--- src/inc/dsw_pkg.sv ---
// Constants, types and state layout of the dual converter serial write port
package dsw_pkg;

    localparam int WORD_W = 16;
    localparam int CODE_W = 12;
    localparam int CNT_W = 5;
    localparam int FIFO_DEPTH = 32;

    // Word field positions
    localparam int SEL_HI_BIT = 15;
    localparam int SPEED_BIT = 14;
    localparam int PDOWN_BIT = 13;
    localparam int SEL_LO_BIT = 12;
    localparam int REF_HI_BIT = 1;
    localparam int REF_LO_BIT = 0;

    // Bit counter values
    localparam logic [CNT_W-1:0] CNT_ZERO = 5'h00;
    localparam logic [CNT_W-1:0] CNT_LAST = 5'h0F;
    localparam logic [CNT_W-1:0] CNT_ONE = 5'h01;

    // Reset values
    localparam logic [CODE_W-1:0] CODE_RST = 12'h000;
    localparam logic [WORD_W-1:0] WORD_RST = 16'h0000;
    localparam logic CTL_BIT_RST = 1'h0;

    // Target select encodings {hi, lo}
    localparam logic [1:0] TGT_DACB_BUF = 2'h0;
    localparam logic [1:0] TGT_BUF = 2'h1;
    localparam logic [1:0] TGT_DACA_SYNC = 2'h2;
    localparam logic [1:0] TGT_CTRL = 2'h3;

    typedef enum logic [2:0] {
        ST_IDLE = 3'h1,
        ST_SHIFT = 3'h2,
        ST_WAIT = 3'h4
    } dsw_fsm_t;

    typedef struct packed {
        dsw_fsm_t fsm;
        logic sclk_d;
        logic cs_n_d;
        logic [WORD_W-1:0] sreg;
        logic [CNT_W-1:0] cnt;
        logic push;
        logic [WORD_W-1:0] push_word;
        logic [CODE_W-1:0] dac_a;
        logic [CODE_W-1:0] dac_b;
        logic [CODE_W-1:0] hold_buf;
        logic refsrc_sel_hi;
        logic refsrc_sel_lo;
        logic settle_speed_sel;
        logic power_down_ctl;
        logic upd;
        logic full;
    } dsw_core_st_t;

    // Target of a word: {high select, low select}
    function automatic logic [1:0] dsw_target(input logic [WORD_W-1:0] w);
        dsw_target = {w[SEL_HI_BIT], w[SEL_LO_BIT]};
    endfunction

endpackage

--- src/rtl/dsw_top.sv ---
// Serial write port, word FIFO and latch control of a dual converter
// Functional notes
// - CS falling starts transfer; bits shift in MSB first on SCLK falls
// - After 16 bits or CS rise, shift register goes to selected target
// - Reset clears every latch to zero
// - Word is 16 bits: two select, speed and power-down bits on top, twelve payload bits
// - Bit 14 set picks fast settling, clear picks slow settling
// - Bit 13 set powers down, clear means normal operation
// - Selects 00 write payload to second converter and holding buffer
// - Selects 01 write holding buffer only; converters unchanged
// - Selects 10 load first converter, second from buffer, together
// - Selects 11 write the control register only
// - Converter or buffer target takes all twelve payload bits
// - Converter code is unsigned 12 bit, 000 to FFF
// - Latch update follows the rising SCLK after the sixteenth bit
// - Control write: low two payload bits pick reference source
`timescale 1ns/1ps

module dsw_fifo #(
    parameter int W = 16,
    parameter int D = 32
) (
    input wire logic CORE_CLK,
    input wire logic RST_N,
    input wire logic ce,
    input wire logic in_valid,
    output logic in_ready,
    input wire logic [W-1:0] in_data,
    output logic out_valid,
    input wire logic out_ready,
    output logic [W-1:0] out_data
);
    localparam int AW = $clog2(D);

    typedef struct packed {
        logic [D-1:0][W-1:0] mem;
        logic [AW:0] wp;
        logic [AW:0] rp;
    } dsw_fifo_st_t;

    dsw_fifo_st_t st_reg;
    dsw_fifo_st_t st_next;
    logic full;
    logic empty;

    always_comb begin
        empty = (st_reg.wp == st_reg.rp);
        full = (st_reg.wp[AW-1:0] == st_reg.rp[AW-1:0]) &&
               (st_reg.wp[AW] != st_reg.rp[AW]);
        in_ready = !full;
        out_valid = !empty;
        out_data = st_reg.mem[st_reg.rp[AW-1:0]];
        st_next = st_reg;
        if (in_valid && !full) begin
            st_next.mem[st_reg.wp[AW-1:0]] = in_data;
            st_next.wp = st_reg.wp + 1'b1;
        end
        if (out_ready && !empty) begin
            st_next.rp = st_reg.rp + 1'b1;
        end
    end

    always_ff @(posedge CORE_CLK or negedge RST_N) begin
        if (!RST_N) begin
            st_reg <= '0;
        end else if (ce) begin
            st_reg <= st_next;
        end
    end
endmodule // dsw_fifo

module dsw_top
    import dsw_pkg::*;
(
    input wire logic CORE_CLK,
    input wire logic RST_N,
    input wire logic CE,
    input wire logic SCLK,
    input wire logic DIN,
    input wire logic CS_N,
    input wire logic LATCH_HOLD,
    output logic [CODE_W-1:0] DAC_A_CODE,
    output logic [CODE_W-1:0] DAC_B_CODE,
    output logic [CODE_W-1:0] HOLD_BUF_CODE,
    output logic REFSRC_SEL_HI,
    output logic REFSRC_SEL_LO,
    output logic SETTLE_SPEED_SEL,
    output logic POWER_DOWN_CTL,
    output logic UPDATE_PULSE,
    output logic FIFO_FULL
);
    dsw_core_st_t st_reg;
    dsw_core_st_t st_next;

    logic sclk_fall;
    logic sclk_rise;
    logic cs_fall;
    logic cs_rise;
    logic f_in_ready;
    logic f_out_valid;
    logic f_out_ready;
    logic [WORD_W-1:0] f_out_data;
    logic apply_fire;
    logic [1:0] tgt;
    logic [CODE_W-1:0] payload;

    dsw_fifo #(
        .W(WORD_W),
        .D(FIFO_DEPTH)
    ) u_fifo (
        .CORE_CLK(CORE_CLK),
        .RST_N(RST_N),
        .ce(CE),
        .in_valid(st_reg.push),
        .in_ready(f_in_ready),
        .in_data(st_reg.push_word),
        .out_valid(f_out_valid),
        .out_ready(f_out_ready),
        .out_data(f_out_data)
    );

    always_comb begin
        sclk_fall = st_reg.sclk_d && !SCLK;
        sclk_rise = !st_reg.sclk_d && SCLK;
        cs_fall = st_reg.cs_n_d && !CS_N;
        cs_rise = !st_reg.cs_n_d && CS_N;
        f_out_ready = !LATCH_HOLD;
        apply_fire = f_out_valid && f_out_ready;
        tgt = dsw_target(f_out_data);
        payload = f_out_data[CODE_W-1:0];
        st_next = st_reg;
        st_next.sclk_d = SCLK;
        st_next.cs_n_d = CS_N;
        st_next.upd = 1'b0;
        st_next.full = !f_in_ready;
        // Word waits for the FIFO; stalls the push stage while full
        if (st_reg.push && f_in_ready) begin
            st_next.push = 1'b0;
        end
        // Serial front end
        case (st_reg.fsm)
            ST_IDLE: begin
                if (cs_fall) begin
                    st_next.cnt = CNT_ZERO;
                    st_next.fsm = ST_SHIFT;
                end
            end
            ST_SHIFT: begin
                if (cs_rise) begin
                    if (st_reg.cnt != CNT_ZERO) begin
                        st_next.push = 1'b1;
                        st_next.push_word = st_reg.sreg;
                    end
                    st_next.fsm = ST_IDLE;
                end else if (sclk_fall) begin
                    st_next.sreg = {st_reg.sreg[WORD_W-2:0], DIN};
                    st_next.cnt = st_reg.cnt + CNT_ONE;
                    if (st_reg.cnt == CNT_LAST) begin
                        st_next.fsm = ST_WAIT;
                    end
                end
            end
            ST_WAIT: begin
                if (sclk_rise || cs_rise) begin
                    st_next.push = 1'b1;
                    st_next.push_word = st_reg.sreg;
                    st_next.fsm = ST_IDLE;
                end
            end
            default: begin
                st_next.fsm = ST_IDLE;
            end
        endcase
        // Latch update stage
        if (apply_fire) begin
            st_next.upd = 1'b1;
            st_next.settle_speed_sel = f_out_data[SPEED_BIT];
            st_next.power_down_ctl = f_out_data[PDOWN_BIT];
            case (tgt)
                TGT_DACB_BUF: begin
                    st_next.dac_b = payload;
                    st_next.hold_buf = payload;
                end
                TGT_BUF: begin
                    st_next.hold_buf = payload;
                end
                TGT_DACA_SYNC: begin
                    st_next.dac_a = payload;
                    st_next.dac_b = st_reg.hold_buf;
                end
                TGT_CTRL: begin
                    st_next.refsrc_sel_hi = payload[REF_HI_BIT];
                    st_next.refsrc_sel_lo = payload[REF_LO_BIT];
                end
                default: begin
                    st_next.upd = 1'b0;
                end
            endcase
        end
    end

    always_ff @(posedge CORE_CLK or negedge RST_N) begin
        if (!RST_N) begin
            st_reg.fsm <= ST_IDLE;
            st_reg.sclk_d <= 1'b0;
            st_reg.cs_n_d <= 1'b1;
            st_reg.sreg <= WORD_RST;
            st_reg.cnt <= CNT_ZERO;
            st_reg.push <= 1'b0;
            st_reg.push_word <= WORD_RST;
            st_reg.dac_a <= CODE_RST;
            st_reg.dac_b <= CODE_RST;
            st_reg.hold_buf <= CODE_RST;
            st_reg.refsrc_sel_hi <= CTL_BIT_RST;
            st_reg.refsrc_sel_lo <= CTL_BIT_RST;
            st_reg.settle_speed_sel <= CTL_BIT_RST;
            st_reg.power_down_ctl <= CTL_BIT_RST;
            st_reg.upd <= 1'b0;
            st_reg.full <= 1'b0;
        end else if (CE) begin
            st_reg <= st_next;
        end
    end

    assign DAC_A_CODE = st_reg.dac_a;
    assign DAC_B_CODE = st_reg.dac_b;
    assign HOLD_BUF_CODE = st_reg.hold_buf;
    assign REFSRC_SEL_HI = st_reg.refsrc_sel_hi;
    assign REFSRC_SEL_LO = st_reg.refsrc_sel_lo;
    assign SETTLE_SPEED_SEL = st_reg.settle_speed_sel;
    assign POWER_DOWN_CTL = st_reg.power_down_ctl;
    assign UPDATE_PULSE = st_reg.upd;
    assign FIFO_FULL = st_reg.full;
endmodule // dsw_top

--- config.mk ---
export PLATFORM = sky130hd
export DESIGN_NAME = dsw_top
export DESIGN_NICKNAME = d
export VERILOG_FILES = /design/src/inc/dsw_pkg.sv /design/src/rtl/dsw_top.sv
export SDC_FILE = /design/constraint.sdc
export NUM_CORES = 1
export LEC_CHECK = 0
export ABC_AREA = 1
export BUFFER_PORTS_ARGS = -buffer_cell sky130_fd_sc_hd__buf_4
export CORE_ASPECT_RATIO = 0.75
export CORE_MARGIN = 4
export CORE_UTILIZATION = 30
export CTS_BUF_LIST = sky130_fd_sc_hd__clkbuf_2
export CTS_CLUSTER_SIZE = 14
export DETAILED_ROUTE_END_ITERATION = 16
export GPL_TIMING_DRIVEN = 0
export PLACE_DENSITY = 0.56
export SLEW_MARGIN = 25
export SYNTH_ARGS = -nofsm -noshare
export SYNTH_HDL_FRONTEND = slang
export SYNTH_SLANG_ARGS = --single-unit
--- constraint.sdc ---
create_clock -name CORE_CLK -period 4 [get_ports CORE_CLK]
set_input_delay 0.8 -clock CORE_CLK [delete_from_list [all_inputs] [get_ports CORE_CLK]]
set_output_delay 0.8 -clock CORE_CLK [all_outputs]
set_load 0.1 [all_outputs]
* Word level (Yosys, flattened, before mapping)
Cells that the tools add are included.
** Word-level totals
- Flip-flop bits (word level) :: 609
- Latch bits :: 0
- Memory bits (writable) :: 0
- Memory bits (read-only) :: 0
- Input port bits :: 7
- Output and inout port bits :: 42
- Word-level logic and storage cells :: 129
- Memories :: 0
** Operators by class
- Add/subtract/negate cells :: 3
- Multiply operators :: 0
- Div/mod/pow operators :: 0
- Order comparisons :: 3
- Equal/unequal tests :: 18
- Shift operators :: 0
- Muxes and demuxes :: 22
- Bitwise logic cells :: 1
- Reductions and logical operators :: 32
** Operators with widths (count)
- $bwmux W512 :: 1
- $bmux W16 S5 :: 1
- $demux W16 S5 :: 1
- $mux W17 :: 3
- $pmux W17 S2 :: 1
- $mux W16 :: 2
- $pmux W12 S2 :: 1
- $mux W3 :: 5
- $mux W5 :: 3
- $reduce_and A5 Y1 :: 3
- $add A6 B1 Y6 const B :: 2
- $lt A5 B6 Y1 const B :: 2
- $ne A2 B2 Y1 const B :: 6
- $reduce_and A3 Y1 :: 4
- $pmux W5 S2 :: 1
- $pmux W3 S3 :: 1
- $logic_and A1 B1 Y1 :: 8
- $logic_not A1 Y1 :: 7
- $eq A6 B6 Y1 :: 1
- $ne A3 B3 Y1 const B :: 2
- $reduce_bool A2 Y1 :: 3
- $add A5 B1 Y5 const B :: 1
- $eq A5 B4 Y1 const B :: 1
- $eq A5 B5 Y1 :: 1
- other kinds (15) :: 18

* Longest topological paths before layout
- Word-level depth :: 8
- Mapped depth :: 14
- Mapped depth without buffers :: 12

* By module
Synthesis repeated with hierarchy kept, for this count alone.
** Unflattened totals
- Cells, all modules :: 4166
- Area total of the unflattened synthesis :: 31480.2 µm²
** By module, submodules not included
- dsw_fifo :: times used 1, cells an instance 3702, area each 27370.0 µm², sequential area each 13112.6 µm²
- dsw_top :: times used 1, cells an instance 464, area each 4110.2 µm², sequential area each 2129.5 µm²

* Least setup slack after synthesis
OpenSTA, ideal clock, no wires.
- Path type :: input to register
- From :: input CE
- To :: register st_reg (netlist bit HOLD_BUF_CODE[10])
- Setup time :: 130 ps
- Arrival :: 1914 ps
- Required time :: 3870 ps
- Path slack :: 1956 ps
- Stages on the path :: 8
- Path buffers :: 2
- Path through :: buf_2 > inv_1 > nor2_1 > nand2_1 > inv_1 > nand2_1 > clkbuf_1 > o21ai_0
** Between the ends
- Word-level cells in the longest chain between the ends :: 1
** Ends and longest elaborated chain
- start: declaration :: line dsw_top.sv:77 : input wire logic CE,
- $reduce_and A3 Y1 (no line)
- end signal: assignment :: line dsw_top.sv:221 : st_reg <= st_next;
- end: declaration :: line dsw_top.sv:92 : dsw_core_st_t st_reg;
No other way between the ends.
A chain may end at the register's enable or synchronous reset.

* Worst setup path in the final report
- From :: register u_fifo.st_reg[1] (netlist bit)
- To :: register st_reg (netlist bit DAC_A_CODE[2])
** Between the ends
- Word-level cells in the longest chain between the ends :: 4
- Elaborated cells between the ends (all ways) :: 7
- Classes of those cells :: 2 x eq/ne; 2 x mux; 3 x reduce/logical
** Ends and longest elaborated chain
- start: declaration :: line dsw_top.sv:41 : dsw_fifo_st_t st_reg;
- start signal: assignment :: line dsw_top.sv:67 : st_reg <= st_next;
- $bmux W16 S5 / $eq A6 B6 Y1 (equally long branches) :: line dsw_top.sv:52, dsw_top.sv:47
- $mux W16 (not written as such) / $logic_not A1 Y1 (equally long branches) :: line dsw_top.sv:52, dsw_top.sv:51
- $eq A2 B2 Y1 / $logic_and A1 B1 Y1 (equally long branches) :: line dsw_top.sv:179, dsw_top.sv:128
- $reduce_and A3 Y1 (no line)
Several ways; a longest one is shown, not always the timed one. The select of a mux whose other input is x is not followed.

==> out/qor.yml <==
final_layout:
  utilization: 0.344
  area_growth_pct: 13.3
  largest_register_ffs: 524
  fillerInstances: 10600
  multi_input_area_mm2: 0.0117
  drive_above_1_share: 0.136
  final_common_cell: "nand2_1"
  layout.area.seq_mm2: 0.0152
  finalNetCount: 4009
  layout_common_cells: "nand2_1 (1,285), dfrtp_1 (607), o21ai_0 (477), inv_1 (277), clkbuf_2 (258)"
floorplan:
  die_w_um: 371
  start_util: 0.303
  die_y_um: 280
  core_area_mm2: 0.0976
  rows: 99
  ios: 49
  die_area_mm2: 0.104
setup_path:
  slowest_delay_ps: 980
  arrival_ps: 5520
  crit_chain: "clkinv_1 > clkbuf_1 > clkbuf_1 > nand3_1 > nand3_1 > nand2_1 > nor2_1 > nand2_1 > nand2_1 > nand3b_1 > nand2_1"
  reg2reg_from: "u_fifo.st_reg[1]"
  worst-path-max-fanout: 10
  start_kind: "flop"
  worstPathRequired_ps: 5450
  path_class: "flop to flop"
  r2r_end: "DAC_A_CODE[2]"
  endpoint_kind: "flop"
  crit_path_top_delay_cell: "clkbuf_1"
  r2r_cells: 11
  cp_common_cell: "nand2_1"
  reg2reg_slack_ps: -70
synthesis:
  syn_inst: 3756
  synth_mux_area_frac: 0.00342
  synthAdderAreaFrac: 0.00338
  syn_nets: 3771
  synth-seq-area-share: 0.515
  ys_ff_latch: 609
  synth_top_family_by_area: "simple AND/OR/NAND/NOR gates"
  synthDistinctLibCells: 36
  synth.avg_cell_area_um2: 7.88
  synth_area_mm2: 0.0296
  yosys.area_share.simple: 0.224
  synthXorXnorAreaFrac: 0.00385
  ys_warn_count: 0
  synth_compound_area_frac: 0.160
status:
  violations: "negative setup slack"
  status: "finished, violations left"
global_routing:
  grt_use_total: 0.264
  grt_max_degree: 85
  grt_pass1_vias: 26600
  overflow: 0
  antenna_found_initial: 6
  grt_pass1_wl_um: 196000
timing:
  relSlewSlack: 0.152
  rsz0062_at_grt: "false"
  timing.final.ws_setup_ps: -67.2
  fmax_mhz: 246
  whs_ps: 131
  max_slew.worst_pin.slew_ps: 1270
  setup_tns_ps: -68.6
  min_period_ps: 4070
  min_period_over_period: 1.02
  skew_ps: 139
  hold_viol: 0
  slew_violations: 0
  finalSetupViolCount: 2
routing:
  drc: 0
  drt-total-wl_um: 139000
  routed_via_density: 5.36
  firstDrtPassIters: 6
  wl_per_cell_um: 25.6
  vias: 29000
  ant_nets: 0
  drt_iter0_markers: 4366
clock_network:
  cts_resized: 0
  clk_latency_ps: 1590
  clock-sinks: 609
  clk_path_buf_depth: 3
  clk_pin_slew_ps: 120
  cts_tree: "built"
  cts.htree.levels: 4
  cts_root_buffer: "clkbuf_2"
  numCtsBuffers: 162
pwr:
  ir_drop_mv: 0.551
  powerDensity_mw_per_mm2: 708
  leakagePower_nw: 16.9
job:
  cap_violations: 0
placement:
  io_buffers: 47
  gp_congestion: 1.04
  dp_hpwl_um: 98900
  pre_cts_slack_ps: 415
worst_hold_path:
  hold_start: "CE"
  hold_depth: 4
  hold_end: "st_reg[57]"
  hp-class: "primary input to flop"
[power breakdown]
part           switching (W)  total (W)  leakage [nW]  internal (W)
clock                0.00291    0.00465          1.07       0.00175
combinational        0.00929     0.0119          8.47       0.00258
sequential          0.000333    0.00724          7.33       0.00691
[per-layer routing]
layer | GRT usage | routed length (µm)
met2 | 0.336 | 51800
met5 | 0 | 49
met4 | 0.0959 | 4980
met1 | 0.392 | 61500
met3 | 0.110 | 20300
[cells by family (layout without fill, tap and decap cells)]
family | after synthesis | count (layout)
other | 0 | 7
muxes | 9 | 9
and+or+nand+nor | 1625 | 1625
AOI/OAI and AO/OA | 872 | 872
adders and majority gates | 8 | 8
buffers and inverters | 620 | 957
xor gates and xnor gates | 13 | 13
DFF | 609 | 609
[metrics by stage]
step | cells | total power, W | instance area, µm²
after floorplan | 3756 | 0.0138 | 29600
after global placement | 5116 | 0.0185 | 31600
after detailed placement | 5127 | 0.0185 | 32000
after CTS | 5404 | 0.0232 | 33500
after global routing | 5410 | 0.0244 | 33500
final | 5413 | 0.0238 | 33500
[synthesized netlist by cell type (all sizes together)]
cell type  number  area, µm²
nand2        1285       4820
o21ai         630       3150
dfrtp         607      15200
inv           283       1060
nand3         223       1130
buf           194       1080
clkbuf        140        531
o211ai        128        961
a21oi          99        507
nor2           92        513
xor2           11       96.3
nand3b         10       75.1
mux2            9        101
ha              8        100
o31ai           8       60.1
nand4           7       50.1
nor3            7       40.0
o22ai           4       25.0
clkinv          3       11.3
dfstp           2       52.6
o21a            2       15.0
xnor2           2       17.5
nor4            1       6.26
o2111ai         1       8.76
[critical path: cells and delay by family, from the launching register on]
family,cells,cell delay [ps]
and+or+nand+nor,8,1630
buffers and inverters,3,1860
DFF,1,420
[layout make-up]
type / instances / area share
clock buffers: 234 / 0.0349
well taps: 1313 / 0.0490
repair buffers: 74 / 0.0251
diodes: 7 / 0.000522
flip-flops and latches: 609 / 0.454
clock inverters: 29 / 0.00649
plain buffers: 334 / 0.0494
inverters: 286 / 0.0320
multi-input cells: 2527 / 0.348
[how the worst max path moves through the flow]
stage               cells after the start  slack (ps)             start            endpoint
floorplan                               8        1960                CE   HOLD_BUF_CODE[10]
global placement                        1       -5210             RST_N  u_fifo.st_reg[145]
detailed placement                     11         410  u_fifo.st_reg[1]       DAC_A_CODE[2]
CTS                                    11         450  u_fifo.st_reg[1]       DAC_A_CODE[2]
global route                           11         200  u_fifo.st_reg[1]       DAC_A_CODE[2]
finish                                 11         -70  u_fifo.st_reg[1]       DAC_A_CODE[2]
[timing repair]
item / in CTS / in global routing
hold buffers: 14 / 0
buffers inserted: 0 / 0
hold endpoints to repair: 353 / 0
Power figures use the tool's default switching activity.
